==> src/shared/port_a_pkg.sv <==
// Shared constants, register map and carrier types of the port A block.
package port_a_pkg;

	// ----------------------------------------------------------------
	// Register byte offsets
	// ----------------------------------------------------------------
	localparam logic [7:0] OFS_PIN_DATA = 8'h00;
	localparam logic [7:0] OFS_DIRECTION = 8'h04;
	localparam logic [7:0] OFS_ANALOG_SELECT = 8'h08;
	localparam logic [7:0] OFS_PIN_STEERING = 8'h0c;
	localparam logic [7:0] OFS_BIT_MODIFY = 8'h10;

	// ----------------------------------------------------------------
	// Values after reset
	// ----------------------------------------------------------------
	localparam logic [7:0] RST_DIRECTION = 8'hff;
	localparam logic [7:0] RST_ANALOG_SELECT = 8'h3f;
	localparam logic [7:0] RST_PIN_STEERING = 8'h00;
	localparam logic [7:0] RST_OUTPUT_LATCH = 8'h00;

	// ----------------------------------------------------------------
	// Field positions and masks
	// ----------------------------------------------------------------
	localparam int SS_CHOICE_BIT = 1;
	localparam int CAPCOMP2_CHOICE_BIT = 0;
	localparam logic [7:0] STEERING_MASK = 8'h03;
	localparam int SS_PRIMARY_PIN = 5;
	localparam int SS_ALT_PIN = 0;
	localparam int TIMER0_PIN = 4;
	localparam int MODIFY_MASK_LSB = 8;

	// ----------------------------------------------------------------
	// Bus encodings
	// ----------------------------------------------------------------
	localparam logic [2:0] HSIZE_WORD = 3'b010;
	localparam logic HRESP_OKAY = 1'b0;

	typedef enum logic [2:0] {
		REG_NONE = 3'b000,
		REG_DATA = 3'b001,
		REG_DIR = 3'b010,
		REG_ANALOG = 3'b011,
		REG_STEER = 3'b100,
		REG_MODIFY = 3'b101
	} reg_sel_e;

	typedef struct packed {
		logic active;
		logic write;
		reg_sel_e sel;
	} bus_phase_s;

	typedef struct packed {
		logic unit_in;
		logic primary_out;
		logic primary_oe_n;
		logic alt_out;
		logic alt_oe_n;
	} route_s;

endpackage

==> src/logic/two_pin_route.sv <==
// Steers one peripheral function between a primary and an alternate pin.
module two_pin_route (
	input wire logic i_clk,
	input wire logic i_resetn,
	input wire logic i_choose_alt,
	input wire logic i_primary_in,
	input wire logic i_alt_in,
	input wire logic i_unit_drive,
	input wire logic i_unit_out,
	output logic o_unit_in,
	output logic o_primary_out,
	output logic o_primary_oe_n,
	output logic o_alt_out,
	output logic o_alt_oe_n
);

	port_a_pkg::route_s route_reg;
	port_a_pkg::route_s route_next;

	// ----------------------------------------------------------------
	// Selection
	// ----------------------------------------------------------------
	// The unselected pin is always released so two pins never fight.
	always_comb begin
		route_next.unit_in = i_choose_alt ? i_alt_in : i_primary_in;
		route_next.primary_out = i_unit_out;
		route_next.primary_oe_n = !(i_unit_drive && !i_choose_alt);
		route_next.alt_out = i_unit_out;
		route_next.alt_oe_n = !(i_unit_drive && i_choose_alt);
	end

	always_ff @(posedge i_clk) begin
		if (!i_resetn) begin
			route_reg <= '{1'b0, 1'b0, 1'b1, 1'b0, 1'b1};
		end else begin
			route_reg <= route_next;
		end
	end

	assign o_unit_in = route_reg.unit_in;
	assign o_primary_out = route_reg.primary_out;
	assign o_primary_oe_n = route_reg.primary_oe_n;
	assign o_alt_out = route_reg.alt_out;
	assign o_alt_oe_n = route_reg.alt_oe_n;

endmodule

==> src/logic/port_a_gpio.sv <==
// Eight-bit general purpose port A with analog select and pin steering.
// What this block does
// - Steering bit 1 takes slave select from pin 5 when 0, pin 0 when 1.
// - Steering bit 0 puts capture/compare unit 2 on C1 when 0, B3 when 1.
// - Eight pins, each bidirectional under its own direction bit.
// - Direction bit 1 makes the pin an input with its driver off.
// - Direction bit 0 drives the pin with its output latch bit.
// - Data reads return pin levels; data writes load the output latch.
// - Every bit modify write with a nonzero mask samples pins, modifies, then stores into the latch.
// - Direction bits keep driver control while a pin is analog.
// - Analog pins always read 0 on a digital data read.
// - Analog bits 5..0 disable the digital input buffer of that pin.
// - Analog select changes output drive only through bit modify, which stores 0 for an analog pin outside the mask.
// - Analog select bits 7 and 6 are absent and read 0.
// - Timer 0 clock comes from the gated pin 4 view: the pin level whatever its direction, 0 while pin 4 is analog.
module port_a_gpio #(
	parameter int ANALOG_WIDTH = 6
) (
	input wire logic i_clk,
	input wire logic i_resetn,
	input wire logic i_hsel,
	input wire logic [31:0] i_haddr,
	input wire logic [1:0] i_htrans,
	input wire logic i_hwrite,
	input wire logic [2:0] i_hsize,
	input wire logic [31:0] i_hwdata,
	input wire logic i_hready,
	output logic [31:0] o_hrdata,
	output logic o_hreadyout,
	output logic o_hresp,
	input wire logic [7:0] i_port_a_pin,
	output logic [7:0] o_port_a_pin,
	output logic [7:0] o_port_a_pin_oe_n,
	output logic o_timer0_external_clock_in,
	output logic o_sync_serial_unit_select,
	input wire logic i_capcomp_unit2_signal,
	input wire logic i_capcomp_unit2_drive,
	output logic o_capcomp_unit2_signal,
	input wire logic i_port_c_pin1,
	output logic o_port_c_pin1,
	output logic o_port_c_pin1_oe_n,
	input wire logic i_port_b_pin3,
	output logic o_port_b_pin3,
	output logic o_port_b_pin3_oe_n
);

	// ----------------------------------------------------------------
	// Elaboration checks
	// ----------------------------------------------------------------
	if (ANALOG_WIDTH < 1 || ANALOG_WIDTH > 8) begin : g_bad_width
		$error("ANALOG_WIDTH must lie between 1 and 8");
	end

	localparam logic [7:0] ANALOG_MASK =
		8'((9'h001 << ANALOG_WIDTH) - 9'h001);

	// ----------------------------------------------------------------
	// State
	// ----------------------------------------------------------------
	logic [7:0] dir_reg, dir_next;
	logic [7:0] latch_reg, latch_next;
	logic [7:0] analog_reg, analog_next;
	logic [7:0] steer_reg, steer_next;
	logic [7:0] sample_reg;
	logic [31:0] rdata_reg, rdata_next;
	logic timer0_reg, ready_reg, resp_reg;
	port_a_pkg::bus_phase_s phase_reg, phase_next;
	port_a_pkg::reg_sel_e addr_sel;
	logic take_addr, data_write;
	logic [7:0] pin_view;
	logic [7:0] wr_mask, wr_value;

	// ----------------------------------------------------------------
	// Digital input view
	// ----------------------------------------------------------------
	// buffer gating
	assign pin_view = sample_reg & ~(analog_reg & ANALOG_MASK);

	// ----------------------------------------------------------------
	// Address phase decode
	// ----------------------------------------------------------------
	assign take_addr = i_hsel && i_hready && i_htrans[1];

	always_comb begin
		if (i_haddr[31:8] != 24'h000000) begin
			addr_sel = port_a_pkg::REG_NONE;
		end else if (i_haddr[7:0] == port_a_pkg::OFS_PIN_DATA) begin
			addr_sel = port_a_pkg::REG_DATA;
		end else if (i_haddr[7:0] == port_a_pkg::OFS_DIRECTION) begin
			addr_sel = port_a_pkg::REG_DIR;
		end else if (i_haddr[7:0] == port_a_pkg::OFS_ANALOG_SELECT) begin
			addr_sel = port_a_pkg::REG_ANALOG;
		end else if (i_haddr[7:0] == port_a_pkg::OFS_PIN_STEERING) begin
			addr_sel = port_a_pkg::REG_STEER;
		end else if (i_haddr[7:0] == port_a_pkg::OFS_BIT_MODIFY) begin
			addr_sel = port_a_pkg::REG_MODIFY;
		end else begin
			addr_sel = port_a_pkg::REG_NONE;
		end
	end

	// Writes narrower than a word are dropped rather than half applied.
	always_comb begin
		phase_next.active = take_addr;
		phase_next.write = take_addr && i_hwrite &&
			(i_hsize == port_a_pkg::HSIZE_WORD);
		phase_next.sel = take_addr ? addr_sel : port_a_pkg::REG_NONE;
	end

	// ----------------------------------------------------------------
	// Register writes in the data phase
	// ----------------------------------------------------------------
	assign data_write = phase_reg.active && phase_reg.write;

	always_comb begin
		dir_next = dir_reg;
		latch_next = latch_reg;
		analog_next = analog_reg;
		steer_next = steer_reg;
		wr_mask = 8'h00;
		wr_value = 8'h00;
		if (data_write) begin
			if (phase_reg.sel == port_a_pkg::REG_DATA) begin
				wr_mask = 8'hff;
				wr_value = i_hwdata[7:0];
			end else if (phase_reg.sel == port_a_pkg::REG_MODIFY) begin
				wr_mask = i_hwdata[port_a_pkg::MODIFY_MASK_LSB +: 8];
				wr_value = i_hwdata[7:0];
			end else if (phase_reg.sel == port_a_pkg::REG_DIR) begin
				dir_next = i_hwdata[7:0];
			end else if (phase_reg.sel == port_a_pkg::REG_ANALOG) begin
				analog_next = i_hwdata[7:0] & ANALOG_MASK;
			end else if (phase_reg.sel == port_a_pkg::REG_STEER) begin
				steer_next = i_hwdata[7:0] & port_a_pkg::STEERING_MASK;
			end
			// sample, modify, store
			// Bits left out of the mask take the pin view, so an analog
			// pin driven high comes back as a zero in the latch.
			if (wr_mask != 8'h00) begin
				latch_next = (pin_view & ~wr_mask) | (wr_value & wr_mask);
			end
		end
	end

	// ----------------------------------------------------------------
	// Read data
	// ----------------------------------------------------------------
	// Read data other than pin data is taken from the next values so that a read
	// straight after a write returns the freshly written register.
	always_comb begin
		rdata_next = 32'h00000000;
		if (take_addr && !i_hwrite) begin
			if (addr_sel == port_a_pkg::REG_DATA) begin
				rdata_next = {24'h000000, pin_view};
			end else if (addr_sel == port_a_pkg::REG_DIR) begin
				rdata_next = {24'h000000, dir_next};
			end else if (addr_sel == port_a_pkg::REG_ANALOG) begin
				rdata_next = {24'h000000, analog_next & ANALOG_MASK};
			end else if (addr_sel == port_a_pkg::REG_STEER) begin
				rdata_next = {24'h000000, steer_next};
			end else if (addr_sel == port_a_pkg::REG_MODIFY) begin
				rdata_next = {24'h000000, latch_next};
			end
		end
	end

	// ----------------------------------------------------------------
	// Registers
	// ----------------------------------------------------------------
	// write edge, pin sampling
	always_ff @(posedge i_clk) begin
		if (!i_resetn) begin
			dir_reg <= port_a_pkg::RST_DIRECTION;
			latch_reg <= port_a_pkg::RST_OUTPUT_LATCH;
			analog_reg <= port_a_pkg::RST_ANALOG_SELECT;
			steer_reg <= port_a_pkg::RST_PIN_STEERING;
			sample_reg <= 8'h00;
			rdata_reg <= 32'h00000000;
			phase_reg <= '{1'b0, 1'b0, port_a_pkg::REG_NONE};
			timer0_reg <= 1'b0;
			ready_reg <= 1'b1;
			resp_reg <= port_a_pkg::HRESP_OKAY;
		end else begin
			dir_reg <= dir_next;
			latch_reg <= latch_next;
			analog_reg <= analog_next;
			steer_reg <= steer_next;
			sample_reg <= i_port_a_pin;
			rdata_reg <= rdata_next;
			phase_reg <= phase_next;
			timer0_reg <= pin_view[port_a_pkg::TIMER0_PIN];
			ready_reg <= 1'b1;
			resp_reg <= port_a_pkg::HRESP_OKAY;
		end
	end

	// ----------------------------------------------------------------
	// Pin drive
	// ----------------------------------------------------------------
	// latch onto pins
	assign o_port_a_pin = latch_reg;
	assign o_port_a_pin_oe_n = dir_reg;

	assign o_hrdata = rdata_reg;
	assign o_hreadyout = ready_reg;
	assign o_hresp = resp_reg;
	assign o_timer0_external_clock_in = timer0_reg;

	// ----------------------------------------------------------------
	// Peripheral pin steering
	// ----------------------------------------------------------------
	// slave select source
	two_pin_route u_ss_route (
		.i_clk(i_clk),
		.i_resetn(i_resetn),
		.i_choose_alt(steer_reg[port_a_pkg::SS_CHOICE_BIT]),
		.i_primary_in(pin_view[port_a_pkg::SS_PRIMARY_PIN]),
		.i_alt_in(pin_view[port_a_pkg::SS_ALT_PIN]),
		.i_unit_drive(1'b0),
		.i_unit_out(1'b0),
		.o_unit_in(o_sync_serial_unit_select),
		.o_primary_out(),
		.o_primary_oe_n(),
		.o_alt_out(),
		.o_alt_oe_n()
	);

	two_pin_route u_capcomp2_route (
		.i_clk(i_clk),
		.i_resetn(i_resetn),
		.i_choose_alt(steer_reg[port_a_pkg::CAPCOMP2_CHOICE_BIT]),
		.i_primary_in(i_port_c_pin1),
		.i_alt_in(i_port_b_pin3),
		.i_unit_drive(i_capcomp_unit2_drive),
		.i_unit_out(i_capcomp_unit2_signal),
		.o_unit_in(o_capcomp_unit2_signal),
		.o_primary_out(o_port_c_pin1),
		.o_primary_oe_n(o_port_c_pin1_oe_n),
		.o_alt_out(o_port_b_pin3),
		.o_alt_oe_n(o_port_b_pin3_oe_n)
	);

	// ----------------------------------------------------------------
	// Assertions
	// ----------------------------------------------------------------
	logic dir_wr, data_wr, modify_wr, data_rd, analog_rd;
	assign dir_wr = data_write && phase_reg.sel == port_a_pkg::REG_DIR;
	assign data_wr = data_write && phase_reg.sel == port_a_pkg::REG_DATA;
	assign modify_wr = data_write && phase_reg.sel == port_a_pkg::REG_MODIFY;
	assign data_rd = take_addr && !i_hwrite &&
		addr_sel == port_a_pkg::REG_DATA;
	assign analog_rd = take_addr && !i_hwrite &&
		addr_sel == port_a_pkg::REG_ANALOG;
	property p_dir_drive;
		@(posedge i_clk) disable iff (!i_resetn)
		dir_wr |=> o_port_a_pin_oe_n == $past(i_hwdata[7:0]);
	endproperty
	a_dir_drive: assert property (p_dir_drive)
		else $error("driver enables do not follow direction write");
	property p_dir_hold;
		@(posedge i_clk) disable iff (!i_resetn)
		!dir_wr |=> $stable(o_port_a_pin_oe_n);
	endproperty
	a_dir_hold: assert property (p_dir_hold)
		else $error("driver enables changed without direction write");
	property p_latch_write;
		@(posedge i_clk) disable iff (!i_resetn)
		data_wr |=> o_port_a_pin == $past(i_hwdata[7:0]);
	endproperty
	a_latch_write: assert property (p_latch_write)
		else $error("pin drive differs from written latch value");
	property p_modify;
		@(posedge i_clk) disable iff (!i_resetn)
		modify_wr |=> o_port_a_pin ==
			(($past(pin_view) & ~$past(i_hwdata[15:8])) |
			($past(i_hwdata[7:0]) & $past(i_hwdata[15:8])));
	endproperty
	a_modify: assert property (p_modify)
		else $error("bit modify did not merge sampled pins");
	property p_read_pins;
		@(posedge i_clk) disable iff (!i_resetn)
		data_rd |=> o_hrdata == {24'h000000, $past(pin_view)};
	endproperty
	a_read_pins: assert property (p_read_pins)
		else $error("data read does not return sampled pins");
	property p_analog_zero;
		@(posedge i_clk) disable iff (!i_resetn)
		data_rd |=> (o_hrdata[7:0] & $past(analog_reg)) == 8'h00;
	endproperty
	a_analog_zero: assert property (p_analog_zero)
		else $error("analog pin read back as one");
	property p_analog_upper;
		@(posedge i_clk) disable iff (!i_resetn)
		analog_rd |=> o_hrdata[31:ANALOG_WIDTH] == '0;
	endproperty
	a_analog_upper: assert property (p_analog_upper)
		else $error("absent analog select bits read as one");
	property p_ss_route;
		@(posedge i_clk) disable iff (!i_resetn)
		##1 o_sync_serial_unit_select ==
			($past(steer_reg[1]) ? $past(pin_view[0]) : $past(pin_view[5]));
	endproperty
	a_ss_route: assert property (p_ss_route)
		else $error("slave select taken from the wrong pin");
	property p_cc2_route;
		@(posedge i_clk) disable iff (!i_resetn)
		steer_reg[0] |=> o_port_c_pin1_oe_n &&
			o_port_b_pin3_oe_n == !$past(i_capcomp_unit2_drive);
	endproperty
	a_cc2_route: assert property (p_cc2_route)
		else $error("unit 2 drive not on the selected pin");
	property p_timer0;
		@(posedge i_clk) disable iff (!i_resetn)
		##1 o_timer0_external_clock_in == $past(pin_view[4]);
	endproperty
	a_timer0: assert property (p_timer0)
		else $error("timer 0 clock does not follow pin 4");
	property p_ready;
		@(posedge i_clk) disable iff (!i_resetn)
		take_addr |=> o_hreadyout && o_hresp == 1'b0;
	endproperty
	a_ready: assert property (p_ready)
		else $error("bus answer was not a zero wait OKAY");

endmodule

==> config.mk <==
export PLATFORM = sky130hd
export DESIGN_NAME = port_a_gpio
export DESIGN_NICKNAME = d
export VERILOG_FILES = /design/src/shared/port_a_pkg.sv /design/src/logic/two_pin_route.sv /design/src/logic/port_a_gpio.sv
export SDC_FILE = /design/constraint.sdc
export NUM_CORES = 1
export LEC_CHECK = 0
export ABC_AREA = 0
export BUFFER_PORTS_ARGS = -buffer_cell sky130_fd_sc_hd__buf_2
export CAP_MARGIN = 20
export CORE_MARGIN = 2
export CORE_UTILIZATION = 35
export DETAILED_ROUTE_END_ITERATION = 8
export PLACE_DENSITY = 0.6
export SLEW_MARGIN = 15
export SYNTH_ARGS = -nofsm -noshare
export SYNTH_HDL_FRONTEND = slang
export SYNTH_HIERARCHICAL = 1
export SYNTH_SLANG_ARGS = --single-unit
==> constraint.sdc <==
create_clock -name i_clk -period 5.05 [get_ports i_clk]
set_clock_uncertainty 0.2 [all_clocks]
set_input_delay 1.01 -clock i_clk [delete_from_list [all_inputs] [get_ports i_clk]]
set_output_delay 1.01 -clock i_clk [all_outputs]
set_load 0.1 [all_outputs]
* Yosys cells after proc, flatten, opt, wreduce, memory -nomap -nowiden
Cells that the tools add are included.
** Cells by class
- Reductions and logical operators :: 18
- Bitwise operators :: 8
- Multiplexer cells :: 36
- Equality and inequality tests :: 15
** Operators by type and width (count)
- $mux W8 :: 23
- $mux W6 :: 5
- $and A8 B8 Y8 :: 3
- $reduce_bool A24 Y1 :: 1
- $mux W3 :: 6
- $eq A8 B4 Y1 const B :: 2
- $eq A3 B2 Y1 const B :: 5
- $eq A3 B3 Y1 const B :: 4
- $eq A8 B3 Y1 const B :: 1
- $eq A8 B5 Y1 const B :: 1
- $logic_and A1 B1 Y1 :: 8
- $logic_not A8 Y1 :: 1
- $not A6 Y8 :: 1
- $not A8 Y8 :: 1
- $or A8 B8 Y8 :: 1
- $reduce_bool A8 Y1 :: 1
- $eq A3 B1 Y1 const B :: 2
- $reduce_or A6 Y1 :: 1
- $logic_not A1 Y1 :: 4
- $reduce_and A2 Y1 :: 2
- $mux W1 :: 2
- $not A1 Y1 :: 2
** Word-level totals
- Input bits :: 86
- Register bits :: 81
- Output and inout port bits :: 57

* Longest topological paths before layout
Gate-level depths: netlist (run 1).
- Word-level depth :: 14
- Mapped depth :: 7
- Depth with buffers taken out :: 5

* Hierarchy
Netlist (run 1), hierarchy kept.
** By module, submodules not included
- port_a_gpio :: cells an instance 309, times used 1, area an instance 2767.7 µm², sequential area each 1041.0 µm²
- two_pin_route :: cells an instance 10, times used 2, area an instance 122.6 µm², sequential area each 80.1 µm²

* Worst setup path after synthesis (run 1)
No wires, ideal clock.
- Kind :: register to output
- Start point :: register u_capcomp2_route/o_alt_out (netlist name)
- End point :: output port o_port_c_pin1
- Setup slack :: 2.484 ns
- Cell stages (with the launch flop) :: 2
- Arrival time :: 1.356 ns
- Buffers on the path :: 1
- Cell sequence :: dfxtp_1 > buf_4
** RTL lines
- end: declaration :: line port_a_gpio.sv:40 : output logic o_port_c_pin1,

* Worst setup path in the final report (run 1)
- Start point :: input port i_resetn
- End point :: register rdata_reg[5] (netlist: o_hrdata[5])
** On the way
- Cells in the longest elaborated chain, start to end :: 1
** RTL lines
- start: declaration :: line port_a_gpio.sv:20 : input wire logic i_resetn,
- $reduce_and A2 Y1 (no line)
- end signal: assignment :: line port_a_gpio.sv:189 : rdata_reg <= rdata_next;
- end: declaration :: line port_a_gpio.sv:65 : logic [31:0] rdata_reg, rdata_next;
Every way passes these cells.
A chain may end at the register's enable or synchronous reset.

==> results of run 1 <==
==> per-layer routing <==
| metal | part of all wire | global-route usage |
|---|---|---|
| met3 | 0.077 | 0.0514 |
| met2 | 0.45 | 0.301 |
| met4 | 0.038 | 0.113 |
| met5 | 0 | 0 |
| met1 | 0.43 | 0.238 |
==> layout make-up <==
| type | count | area, µm² |
|---|---|---|
| flip-flops and latches | 57 | 1140 |
| fillers | 826 | 4530 |
| well taps | 105 | 131 |
| repair buffers | 99 | 495 |
| clock buffers | 12 | 165 |
| clock inverters | 4 | 97.6 |
| multi-input cells | 242 | 1580 |
| inverters | 9 | 33.8 |
==> critical path: cells and delay by family <==
kind / cells / cell delay [ns]
AND/OR/NAND/NOR: 3 / 1.24
buffers and inverters: 1 / 0.52
AO/OA/AOI/OAI: 1 / 0.24
==> power by group through the flow <==
stage	logic [mW]	registers (mW)	clock network (mW)
after global routing	0.168	0.457	0.591
after CTS	0.159	0.456	0.569
after global placement	0.158	0.467	0
final	0.159	0.456	0.559
after detailed placement	0.159	0.467	0
after floorplan	0.126	0.475	0
==> cell usage in the layout, fill, tap and decap left out, drive strengths merged, types with 2 or more instances in the layout <==
master,n
buf,99
dfxtp,57
conb,26
o21ai,21
nand3,20
nor2b,16
nand2,13
a21oi,13
and3,12
clkbuf,12
and2,10
nand2b,10
mux2i,10
nor2,10
inv,9
a31oi,9
nor3,8
nor4,8
nand4,5
or3,4
o21a,4
nand3b,4
nand4b,4
a211oi,3
a221oi,3
o211ai,3
mux2,3
bufinv,3
or2,3
o221ai,2
o31ai,2
o211a,2
and3b,2
==> worst min-delay path by stage <==
| stage | startpoint | endpoint | slack (ns) | cells after the start |
|---|---|---|---|---|
| finish | steer_reg[0] | u_capcomp2_route/o_alt_oe_n | 0.24 | 1 |
| global route | steer_reg[0] | u_capcomp2_route/o_alt_oe_n | 0.27 | 1 |
| CTS | steer_reg[0] | u_capcomp2_route/o_alt_oe_n | 0.25 | 1 |
| detailed placement | steer_reg[0] | u_capcomp2_route/o_alt_oe_n | 0.24 | 1 |
| global placement | steer_reg[0] | u_capcomp2_route/o_alt_oe_n | 0.22 | 1 |
| floorplan | steer_reg[0] | u_capcomp2_route/o_alt_oe_n | 0.20 | 1 |
==> stage by stage <==
stage / cells / util / worst slack, ns / area [µm²] / hold WS (ns)
floorplan: 346 / - / 2.48 / 3020 / 0.202
global placement: 512 / 0.414 / 1.76 / 3380 / 0.223
detailed placement: 512 / 0.414 / 1.72 / 3380 / 0.237
CTS: 528 / 0.446 / 2.09 / 3650 / 0.250
global route: 528 / 0.446 / 1.90 / 3650 / 0.273
finish: 528 / 0.446 / 2.07 / 3650 / 0.240
==> flow_metrics.tcl, run 1 <==
set metrics [dict create \
    critPathKind "input port to flip-flop" \
    io_pins 143 \
    wl_per_cell_um 15.6 \
    start_util 0.358 \
    place_hpwl_um 6100 \
    fin_crit_ns 2.98 \
    crit_path_end_kind "flip-flop" \
    numCtsBuffers 9 \
    arrival_ns 3.04 \
    ys.warnings.count 6 \
    switchingPower_mw 0.323 \
    hold_buffers 0 \
    worst_path_most_repeated_cell "nand4_1" \
    ir_drop_mv 0.165 \
    intPower_mw 0.852 \
    hold_path_class "flip-flop to flip-flop" \
    path_clk_slew_ns 0.07 \
    cts_tree "yes" \
    synth_area_mm2 0.00293 \
    post-route-period-util 0.590 \
    die_w_um 95.4 \
    clock-sinks 57 \
    relSlewSlack 0.460 \
    cp_slowest_stage_delay_ns 0.67 \
    r2r-start "phase_reg[2]" \
    fin_tns_setup_ns 0 \
    max_freq_mhz 336 \
    grt_pass1_wl_um 12900 \
    cp_max_fo 40 \
    cp_slowest_cell "nor4_4" \
    leakage_nw 1.61 \
    powerDensity_mw_per_mm2 322 \
    finalHoldViolCount 0 \
    grt_pass1_vias 2597 \
    drtIter0Drc 131 \
    io_buffers 99 \
    htreeDepth 3 \
    grt_usage 0.193 \
    wl_um 8230 \
    via_count 2744 \
    root_buffer "clkbuf_8" \
    clock_latency_ns 0.34 \
    fp.dieH_um 95.4 \
    coreArea_mm2 0.00818 \
    gp_congestion 0.847 \
    fp.dieArea_mm2 0.00911 \
    antenna_found_initial 0 \
    power_mw 1.17 \
    area_delta_synth_final_pct 24.6 \
    crit_required_ns 5.11 \
    num_antenna_cells 0 \
    rows 33 \
    report.final.slew_viol_count 0 \
    syn_inst 322 \
    cp-start-kind "input port" \
    rsz0062_at_grt "false" \
    ff2ff_setup_slack_ns 2.75 \
    seq_power_share 0.389 \
    crit_path_start "i_resetn" \
    ant_nets 0 \
    grt_max_degree 41 \
    dr.pass1.iters 5 \
    swShare 0.275 \
    worstMarginPinSlew_ns 0.804 \
    avgSynthCellArea_um2 9.09 \
    path_cells "buf_2 -> nand4_1 -> nor4_4 -> nand4_1 -> o221ai_1" \
    cts_buffer_depth 2 \
    p_comb_frac 0.136 \
    p_clk_frac 0.476 \
    nets 504 \
    vias_per_cell 5.20 \
    drc_errors 0 \
    max_cap_viol_count 0 \
    setup_viol 0 \
    cts-resized-gates 0 \
    grt_overflow 0 \
    post_cts_buffers 0 \
    layout-drive-gt1-share 0.319 \
    status "completed" \
    r2r_end "o_hrdata[6]" \
    critPathCapture "o_hrdata[5]" \
    r2r_cells 5 \
]
Power figures use the tool's default switching activity.
==> run 2, diff against run 1 <==
--- a/config.mk
+++ b/config.mk
@@ -11,7 +11,7 @@
 export CORE_MARGIN = 2
 export CORE_UTILIZATION = 35
 export DETAILED_ROUTE_END_ITERATION = 8
-export PLACE_DENSITY = 0.6
+export PLACE_DENSITY = 0.63
 export SLEW_MARGIN = 15
 export SYNTH_ARGS = -nofsm -noshare
 export SYNTH_HDL_FRONTEND = slang
==> constraint.sdc (replaced) <==
create_clock -name i_clk -period 2.5 [get_ports i_clk]
set_clock_uncertainty 0.2 [all_clocks]
set_input_delay 0.5 -clock i_clk [delete_from_list [all_inputs] [get_ports i_clk]]
set_output_delay 0.5 -clock i_clk [all_outputs]
set_load 0.1 [all_outputs]
==> flow_metrics.tcl, run 2 (synthesis results as in run 1) <==
set metrics [dict create \
    fin_tns_setup_ns 0 \
    wl_um 8370 \
    min_to "u_capcomp2_route/o_primary_oe_n" \
    relSlewSlack 0.432 \
    htreeDepth 3 \
    critPathTopFamily "simple AND/OR/NAND/NOR gates" \
    critPathBufInv 0 \
    arrival_ns 2.20 \
    antenna_found_initial 0 \
    cp-start-kind "flip-flop" \
    grt_pass1_vias 2649 \
    area_delta_synth_final_pct 23.8 \
    hold_path_class "input port to flip-flop" \
    leakage_nw 1.62 \
    ff2ff_setup_slack_ns 0.38 \
    num_antenna_cells 0 \
    nets 511 \
    powerDensity_mw_per_mm2 557 \
    fin_crit_ns 2.12 \
    grt_pass1_wl_um 13000 \
    cts_buffer_depth 2 \
    io_pins 143 \
    switchingPower_mw 0.631 \
    dr.pass1.iters 5 \
    critPathKind "flip-flop to flip-flop" \
    post-route-period-util 0.846 \
    cp_num_cells 5 \
    report.final.slew_viol_count 0 \
    cts-resized-gates 0 \
    final_common_cell "buf_2" \
    wl_per_cell_um 15.6 \
    path_cells "nand3b_4 -> or2_0 -> nand3_1 -> a221oi_1 -> o221a_1" \
    postLayoutCellArea_mm2 0.00362 \
    path_clk_slew_ns 0.06 \
    grt_max_degree 39 \
    mostFrequentLayoutCells "buf_2, dfxtp_1, conb_1" \
    swShare 0.312 \
    ant_nets 0 \
    intPower_mw 1.39 \
    post_cts_buffers 0 \
    fp.dieH_um 95.4 \
    cts_tree "yes" \
    cp_slowest_stage_delay_ns 0.52 \
    place_hpwl_um 6310 \
    holdWs_ns 0.162 \
    start_util 0.358 \
    numCtsBuffers 9 \
    placed_area_mm2 0.00345 \
    worstHoldPathCells 2 \
    clock_latency_ns 0.34 \
    max_cap_viol_count 0 \
    grt_overflow 0 \
    drtIter0Drc 196 \
    worstMarginPinSlew_ns 0.844 \
    status "completed" \
    p_clk_frac 0.383 \
    p_comb_frac 0.160 \
    r2r_cells 5 \
    cp_slowest_cell "dfxtp_1" \
    drc_errors 0 \
    fin_ws_ns 0.384 \
    via_count 2763 \
    max_freq_mhz 473 \
    fp.dieArea_mm2 0.00911 \
    root_buffer "clkbuf_8" \
    r2r_end "o_hrdata[7]" \
    coreArea_mm2 0.00818 \
    grt_usage 0.191 \
    finalHoldViolCount 0 \
    io_buffers 99 \
    hold_buffers 0 \
    crit_required_ns 2.58 \
    vias_per_cell 5.16 \
    seq_power_share 0.457 \
    rsz0062_at_grt "false" \
    rows 33 \
    ir_drop_mv 0.207 \
    crit_path_end_kind "flip-flop" \
    layout-drive-gt1-share 0.326 \
    gp_congestion 0.893 \
    hp-start "i_capcomp_unit2_drive" \
    place_ws_ns 0.150 \
    setup_viol 0 \
    cp_max_fo 14 \
    die_w_um 95.4 \
    r2r-start "phase_reg[0]" \
    clock-sinks 57 \
]
[run 2: cell types whose count changed in the layout (fill, tap and decap cells not counted), sizes merged]
cell,delta
clkinv,+3
buf,+7
clkbuf,+1
clkinvlp,-1
bufinv,-3
[run 2: layer usage]
layer,routed length (µm),track usage,vias to the layer above
li1,-,-,1327
met1,3560,0.251,1249
met2,3710,0.291,161
met3,824,0.0379,26
met4,279,0.110,0
met5,0,0,-
[run 2: power groups by stage]
stage	logic [mW]	clock network, mW	registers, mW
floorplan	0.254	0	0.960
global placement	0.320	0	0.943
detailed placement	0.322	0	0.943
CTS	0.323	0.790	0.922
global route	0.340	0.833	0.923
finish	0.323	0.774	0.922
[run 2: area by class of cell]
type	instances	area [µm²]
well taps	105	131
flip-flops and latches	57	1140
inverters	9	33.8
clock buffers	13	159
repair buffers	106	561
fillers	841	4550
clock inverters	3	15.0
multi-input cells	242	1580
[run 2: how the worst max path moves through the flow]
stage                          startpoint            end  slack (ns)
2_1_floorplan  u_capcomp2_route/o_alt_out  o_port_c_pin1        0.44
3_3_place_gp                   i_haddr[7]    o_hrdata[1]        0.17
3_5_place_dp                   i_haddr[7]    o_hrdata[4]        0.15
4_1_cts                      phase_reg[0]    o_hrdata[7]        0.40
5_1_grt                      phase_reg[0]    o_hrdata[7]        0.23
6_report                     phase_reg[0]    o_hrdata[7]        0.38
[run 2: metrics by stage]
stage	std cells	utilization	power, mW
CTS	535	0.443	2.03
global placement	519	0.422	1.26
floorplan	346	-	1.21
global route	535	0.443	2.10
finish	535	0.443	2.02
detailed placement	519	0.422	1.26
